**config.mk**
```make
export PLATFORM = sky130hd
export DESIGN_NAME = sfb_special_function_register
export DESIGN_NICKNAME = d
export VERILOG_FILES = /design/src/pkg/sfb_pkg.sv /design/src/rtl/sfb_flag_bit.sv /design/src/rtl/sfb_special_function_register.sv
export VERILOG_INCLUDE_DIRS = /design/src /design/src/pkg
export SDC_FILE = /design/constraint.sdc
export NUM_CORES = 1
export LEC_CHECK = 0
export BUFFER_PORTS_ARGS = -buffer_cell sky130_fd_sc_hd__buf_2
export CAP_MARGIN = 20
export CORE_MARGIN = 4
export CORE_UTILIZATION = 48
export DETAILED_ROUTE_END_ITERATION = 16
export GPL_TIMING_DRIVEN = 0
export PLACE_DENSITY = 0.89
export RECOVER_POWER = 25
export SKIP_LAST_GASP = 1
export SLEW_MARGIN = 20
export SYNTH_ARGS = -nofsm -noshare
export SYNTH_HDL_FRONTEND = slang
export SYNTH_SLANG_ARGS = --single-unit
```
**constraint.sdc**
```tcl
create_clock -name clock -period 2.4 [get_ports clock]
set_input_delay 0.36 -clock clock [delete_from_list [all_inputs] [get_ports clock]]
set_output_delay 0.36 -clock clock [all_outputs]
set_load 0.01 [all_outputs]
```
**src/pkg/sfb_consts.svh**
```systemverilog
// sfb_consts.svh: offsets, field positions and reset values of the
// special function register bank
// assumes: included by the register bank design file by bare name
`ifndef SFB_CONSTS_SVH
`define SFB_CONSTS_SVH

// ----------------------------------------------------------------------
// register offsets (byte addresses)
// ----------------------------------------------------------------------
`define SFB_OFS_ENABLE_ONE 4'h0
`define SFB_OFS_ENABLE_TWO 4'h1
`define SFB_OFS_FLAG_ONE 4'h2
`define SFB_OFS_FLAG_TWO 4'h3

// ----------------------------------------------------------------------
// field positions
// ----------------------------------------------------------------------
`define SFB_BIT_WDOG 0
`define SFB_BIT_OSC 1
`define SFB_BIT_PIN 4
`define SFB_BIT_FLASH 5

// ----------------------------------------------------------------------
// reset values
// ----------------------------------------------------------------------
`define SFB_RST_ENABLE 1'b0
`define SFB_RST_PIN_FLAG 1'b0
`define SFB_RST_OSC_FLAG 1'b1
`define SFB_RST_WDOG_FLAG 1'b0

`endif

```
**src/pkg/sfb_pkg.sv**
```systemverilog
// sfb_pkg.sv: types shared by the special function register bank
// assumes: compiled before the design files
package sfb_pkg;
  typedef logic [7:0] sfb_byte_t;
  typedef logic [3:0] sfb_addr_t;
  // clear phase of the bank: power-on, power-up clear, running
  typedef enum logic [2:0] {
    SFB_POR = 3'b001,
    SFB_CLR = 3'b010,
    SFB_RUN = 3'b100
  } sfb_phase_e;
endpackage

```
**src/rtl/sfb_flag_bit.sv**
```systemverilog
// sfb_flag_bit.sv: one sticky flag bit with set, software write, clear
// assumes: one clock, set and clear are one-cycle or level requests
`timescale 1ns/100ps
module sfb_flag_bit (
  // clock and reset
  input wire logic clock,
  input wire logic reset_n,
  // control
  input wire logic init_load,
  input wire logic init_value,
  input wire logic hw_set,
  input wire logic hw_clear,
  input wire logic sw_write,
  input wire logic sw_value,
  // state
  output logic flag_reg
);
  logic flag_next;
  // hardware set wins over any software write or clear in the same cycle
  assign flag_next = hw_set ? 1'b1 :
                     init_load ? init_value :
                     hw_clear ? 1'b0 :
                     sw_write ? sw_value : flag_reg;
  always_ff @(posedge clock or negedge reset_n) begin
    if (!reset_n) begin
      flag_reg <= 1'b0;
    end else begin
      flag_reg <= flag_next;
    end
  end
endmodule

```
**src/rtl/sfb_special_function_register.sv**
```systemverilog
// sfb_special_function_register.sv: bank of byte-wide enable and flag
// registers at the lowest addresses, with request outputs per source
// assumes: cpu strobes are one cycle; event inputs are synchronous;
// reset_n is the power-on reset, power_up_clear a synchronous pulse/level
// the cpu's global enable is not an input: these sources are gated
// only by their own enable bit, which software must clear to mask them
//
// Operation
// - enable and flag bytes sit at lowest addresses 0h and 02h
// - unassigned bits and bytes 01h, 03h have no storage, read zero
// - enable byte: flash bit5, pin bit4, oscillator bit1, watchdog bit0
// - watchdog enable gates request only in interval timer mode
// - flag byte: pin bit4, oscillator bit1, watchdog bit0, all rw
// - watchdog flag set on overflow in watchdog mode or bad key
// - watchdog flag cleared by power-on or reset from the pin
// - oscillator fault flag set while monitor reports a fault
// - pin interrupt flag set on pin non-maskable event
// - power-up clear zeroes enables and pin flag, sets oscillator flag
// - watchdog flag reset only by power-on or pin reset, kept over power-up clear
// - only individual enables block these requests, not global enable
//
// The strobed register port was left to the implementer.
`timescale 1ns/100ps
`include "sfb_consts.svh"
module sfb_special_function_register (
  // clock and reset
  input wire logic clock,
  input wire logic reset_n,
  input wire logic power_up_clear,
  // register port
  input wire sfb_pkg::sfb_addr_t bus_addr,
  input wire sfb_pkg::sfb_byte_t bus_wdata,
  input wire logic bus_write,
  input wire logic bus_read,
  output sfb_pkg::sfb_byte_t bus_rdata,
  // event sources
  input wire logic wdog_interval_mode,
  input wire logic wdog_overflow,
  input wire logic wdog_key_violation,
  input wire logic wdog_interval_event,
  input wire logic pin_reset_event,
  input wire logic osc_fault_event,
  input wire logic pin_nmi_event,
  input wire logic flash_violation_event,
  // requests toward the cpu
  output logic wdog_irq_req,
  output logic osc_fault_req,
  output logic pin_irq_req,
  output logic flash_violation_req,
  output logic wdog_flag_out
);
  import sfb_pkg::*;

  // ----------------------------------------------------------------------
  // address decode
  // ----------------------------------------------------------------------
  function automatic logic hit(input sfb_addr_t a, input sfb_addr_t ofs);
    hit = (a == ofs);
  endfunction

  wire logic wr_enable = bus_write && hit(bus_addr, `SFB_OFS_ENABLE_ONE);
  wire logic wr_flag = bus_write && hit(bus_addr, `SFB_OFS_FLAG_ONE);

  // ----------------------------------------------------------------------
  // clear phase after power-on
  // ----------------------------------------------------------------------
  // power-on itself is a power-up clear, so the first cycle after
  // release loads the clear values; async reset only takes constants
  sfb_phase_e phase_reg;
  sfb_phase_e phase_next;
  always_comb begin
    phase_next = SFB_RUN;
    unique case (phase_reg)
      SFB_POR: phase_next = SFB_CLR;
      SFB_CLR: phase_next = power_up_clear ? SFB_CLR : SFB_RUN;
      SFB_RUN: phase_next = power_up_clear ? SFB_CLR : SFB_RUN;
      default: phase_next = SFB_CLR;
    endcase
  end
  always_ff @(posedge clock or negedge reset_n) begin
    if (!reset_n) begin
      phase_reg <= SFB_POR;
    end else begin
      phase_reg <= phase_next;
    end
  end
  // the clear phase outlasts a pulse by one cycle, so a write racing the
  // end of the clear is still overridden
  wire logic clr_active = (phase_reg != SFB_RUN) || power_up_clear;

  // ----------------------------------------------------------------------
  // enable byte: only four bits exist
  // ----------------------------------------------------------------------
  // bits 7:6 and 3:2 have no flops; writes to them are simply dropped
  logic [3:0] enable_reg; // wdog, osc, pin, flash
  logic [3:0] enable_next;
  wire logic [3:0] enable_wval = {bus_wdata[`SFB_BIT_FLASH],
    bus_wdata[`SFB_BIT_PIN], bus_wdata[`SFB_BIT_OSC],
    bus_wdata[`SFB_BIT_WDOG]};
  assign enable_next = clr_active ? {4{`SFB_RST_ENABLE}} :
                       wr_enable ? enable_wval : enable_reg;
  always_ff @(posedge clock or negedge reset_n) begin
    if (!reset_n) begin
      enable_reg <= 4'h0;
    end else begin
      enable_reg <= enable_next;
    end
  end

  // ----------------------------------------------------------------------
  // flag bits
  // ----------------------------------------------------------------------
  logic [2:0] flag_q; // wdog, osc, pin
  wire logic [2:0] flag_set = {pin_nmi_event, osc_fault_event,
    wdog_overflow && !wdog_interval_mode || wdog_key_violation ||
    wdog_interval_event && wdog_interval_mode};
  wire logic [2:0] flag_init = {`SFB_RST_PIN_FLAG, `SFB_RST_OSC_FLAG,
    `SFB_RST_WDOG_FLAG};
  // watchdog flag is not touched by power-up clear
  wire logic [2:0] flag_load = {clr_active, clr_active,
    phase_reg == SFB_POR};
  // a set in the same cycle as a pin reset wins; the event is newer
  wire logic [2:0] flag_clr = {2'b00, pin_reset_event};
  wire logic [2:0] flag_wval = {bus_wdata[`SFB_BIT_PIN],
    bus_wdata[`SFB_BIT_OSC], bus_wdata[`SFB_BIT_WDOG]};

  genvar gi;
  generate
    for (gi = 0; gi < 3; gi++) begin : g_flag
      sfb_flag_bit u_flag (
        .clock(clock),
        .reset_n(reset_n),
        .init_load(flag_load[gi]),
        .init_value(flag_init[gi]),
        .hw_set(flag_set[gi]),
        .hw_clear(flag_clr[gi]),
        .sw_write(wr_flag),
        .sw_value(flag_wval[gi]),
        .flag_reg(flag_q[gi])
      );
    end
  endgenerate

  // ----------------------------------------------------------------------
  // read path
  // ----------------------------------------------------------------------
  // absent bits and bytes read zero, unmapped offsets too
  wire sfb_byte_t enable_byte = {2'b00, enable_reg[3], enable_reg[2],
    2'b00, enable_reg[1], enable_reg[0]};
  wire sfb_byte_t flag_byte = {3'b000, flag_q[2], 2'b00, flag_q[1],
    flag_q[0]};
  wire sfb_byte_t rdata_sel =
    hit(bus_addr, `SFB_OFS_ENABLE_ONE) ? enable_byte :
    hit(bus_addr, `SFB_OFS_FLAG_ONE) ? flag_byte : 8'h00;
  // the registered read costs a cycle but keeps bus_rdata on a flop
  sfb_byte_t rdata_reg;
  always_ff @(posedge clock or negedge reset_n) begin
    if (!reset_n) begin
      rdata_reg <= 8'h00;
    end else begin
      rdata_reg <= bus_read ? rdata_sel : 8'h00;
    end
  end
  assign bus_rdata = rdata_reg;

  // ----------------------------------------------------------------------
  // requests
  // ----------------------------------------------------------------------
  // no global enable input: these sources are blocked by their own bit
  wire logic [3:0] req_next = {flash_violation_event && enable_reg[3],
    flag_q[2] && enable_reg[2], flag_q[1] && enable_reg[1],
    flag_q[0] && enable_reg[0] && wdog_interval_mode};
  // the flag copy lets restart logic tell a watchdog restart apart
  logic [3:0] req_reg;
  logic wflag_reg;
  always_ff @(posedge clock or negedge reset_n) begin
    if (!reset_n) begin
      req_reg <= 4'h0;
      wflag_reg <= 1'b0;
    end else begin
      req_reg <= req_next;
      wflag_reg <= flag_q[0];
    end
  end
  assign wdog_irq_req = req_reg[0];
  assign osc_fault_req = req_reg[1];
  assign pin_irq_req = req_reg[2];
  assign flash_violation_req = req_reg[3];
  assign wdog_flag_out = wflag_reg;
endmodule

```
==> metrics.cfg <==
[status]
outcome=finished, final reports clean

[layout]
area_growth_pct=25.79
fin_cells=125
n_antenna_cell=0
nets=135
drive_gt1_share_pct=38.53

[pwr]
p_total_mw=0.5567
irDropWorstVdd_v=0.0002993
powerDensity_mw_per_mm2=530.3
leakage_nw=0.5221

[logic_synthesis]
avgSynthCellArea_um2=11.75
yosysWarnings=0
synth-seq-cells=19
synth_area_um2=834.6
netlist_instances=71
yosysSeqAreaShare_pct=57.12
ys_types=29

[floorplan]
start_util_pct=52.94
dieWidth_um=49.70
chipHeight_um=49.70
coreArea_mm2=0.001577
dieArea_mm2=0.002470
ioPinCount=38
fp-row-count=14

[setup_path]
required_ns=2.59
r2r_start=phase_reg[1]$_DFF_PN0_
worstSetupPathType=flip-flop to flip-flop
rr_endpoint=g_flag[1].u_flag.flag_reg$_DFFE_PN0P_
rrSetupSlack_ns=0.93
cp_max_fo=7
endpoint_kind=flip-flop
r2r_cells=3
arrival_ns=1.66
cp-start-kind=flip-flop

[cts]
cts_buffer_depth=2
clkTransAtPathRegs_ns=0.10
htreeDepth=1
numCtsBuffers=3
cts_resized=0
cts_tree=built
clock_latency_ns=0.30
clock-sinks=19
cts_root_buf=clkbuf_4

[sta]
timing.final.crit_period_ns=1.471
rsz0062_at_grt=no
fin_skew_ns=0.003449
final_max_slew_viol_count=0
clock.fmax_mhz=679.7
slew_headroom_pct=35.18
setup_viol=0
hold_viol=0
finalSetupTns_ns=0
fin_crit_sh_pct=61.31
worst_slew_pin_slew_ns=0.9723

[global_route]
antenna_found_initial=0
grt-ovfl-total=0
grt_usage_pct=14.49
grt_start_max_net_pins=20
grt_pass1_wl_um=2718
grt_pass1_vias=653

[route]
drt-vias-per-instance=5.184
drc=0
wire_per_inst_um=13.09
vias=648
drt_iter0_drc=8
wirelength_um=1636
ant_nets=0
dr.pass1.iters=4

[worst_hold_path]
holdPathEnd=phase_reg[2]$_DFF_PN0_
min_path_type=input pin to flip-flop
hold_path_depth=2
hold_start=power_up_clear

[place]
io_buffers=29
routabilityCongestion=0.7461
hpwl_um=1302
dp.cells=120

[job]
maxCapViolations=0

[routing by layer]
| layer | global-route usage (%) | part of all wire, % | vias up |
|---|---|---|---|
| li1 | - | - | 319 |
| met1 | 16.48 | 39 | 303 |
| met2 | 24.45 | 52 | 22 |
| met3 | 2.410 | 6.7 | 4 |
| met4 | 10.14 | 2.3 | 0 |
| met5 | 0 | 0 | - |
[timing repair]
item | CTS | global route
hold buffers | 1 | 0
setup buffers | 0 | 0
hold endpoints to repair | 18 | 0
[where the power goes]
part / switching (mW) / total (mW) / internal (mW) / leakage [nW]
combinational: 0.0311 / 0.0617 / 0.0306 / 0.266
sequential: 0.00477 / 0.333 / 0.328 / 0.241
clock: 0.0976 / 0.162 / 0.0648 / 0.0150
[stage by stage]
stage / setup slack (ns) / util, % / hold slack [ns] / instance area, um^2
2_1_floorplan: 0.9647 / - / 0.06441 / 849.6
3_3_place_gp: 0.6959 / 64.37 / 0.3073 / 1015
3_5_place_dp: 0.6520 / 64.37 / 0.3112 / 1015
4_1_cts: 0.9150 / 66.67 / 0.2282 / 1051
5_1_grt: 0.8216 / 66.59 / 0.2366 / 1050
6_report: 0.9287 / 66.59 / 0.2312 / 1050
[placed cells by master (no fill, tap or decap), drive strengths merged, types with 4 or more instances in the layout]
cell / n
nand3b: 4
clkbuf: 6
a21oi: 4
and2: 4
buf: 33
o21ai: 4
conb: 5
dfrtp: 18
nor2: 4
[how the worst max path moves through the flow]
| stage | from | to | slack, ns | cells after the start |
|---|---|---|---|---|
| after global routing | phase_reg[1]$_DFF_PN0_ | g_flag[2].u_flag.flag_reg$_DFFE_PN0P_ | 0.82 | 4 |
| after detailed placement | bus_addr[0] | g_flag[1].u_flag.flag_reg$_DFFE_PN0P_ | 0.65 | 4 |
| after floorplan | bus_addr[0] | g_flag[1].u_flag.flag_reg$_DFFE_PN0P_ | 0.96 | 3 |
| after global placement | bus_addr[0] | g_flag[1].u_flag.flag_reg$_DFFE_PN0P_ | 0.70 | 4 |
| final | phase_reg[1]$_DFF_PN0_ | g_flag[1].u_flag.flag_reg$_DFFE_PN0P_ | 0.93 | 3 |
| after CTS | phase_reg[1]$_DFF_PN0_ | g_flag[1].u_flag.flag_reg$_DFFE_PN0P_ | 0.91 | 3 |
[worst max-delay path: stages, from the launching register on]
cell      delay [ns]
dfrtp_1         0.41
or4b_1          0.50
clkbuf_2        0.16
a2111o_1        0.29
[cell families after synthesis]
logic type	count (synthesis)	share of synthesized area, %
buffers and inverters	9	6.447
AND/OR/NAND/NOR	24	20.54
flip-flops	19	57.12
XOR/XNOR	1	1.050
AO/OA/AOI/OAI	14	10.80
other	1	0.4493
multiplexers	3	3.598
[cell type report]
class / instances / area (um^2)
Sequential cell: 19 / 476.7
Multi-Input combinational cell: 47 / 319.1
Clock buffer: 4 / 26.28
Tap cell: 16 / 20.02
Fill cell: 130 / 526.8
Timing Repair Buffer: 30 / 153.9
Inverter: 3 / 11.26
Buffer: 6 / 42.54
[Yosys cell counts]
master / n / area share (%)
mux2i_1: 3 / 3.6
o211ai_1: 1 / 0.90
or4b_1: 1 / 1.2
a21oi_1: 4 / 2.4
or3b_2: 1 / 1.0
or4b_2: 1 / 1.2
or4b_4: 1 / 1.6
a2111o_1: 1 / 1.3
dfrtp_1: 18 / 54
clkbuf_2: 1 / 0.60
buf_4: 5 / 4.5
nor3b_1: 1 / 0.90
conb_1: 1 / 0.45
or3_1: 1 / 0.75
xnor2_1: 1 / 1.0
nor4b_2: 1 / 1.8
and2_1: 4 / 3.0
dfstp_2: 1 / 3.1
nand4_1: 1 / 0.75
a21boi_1: 1 / 0.90
a211o_1: 1 / 1.0
inv_1: 3 / 1.3
nor2_1: 4 / 1.8
nand3b_1: 4 / 3.6
and3_1: 1 / 0.75
nor3_1: 1 / 0.60
o21ai_0: 4 / 2.4
a211oi_1: 2 / 1.8
nor2b_1: 2 / 1.5
Power figures use the tool's default switching activity.
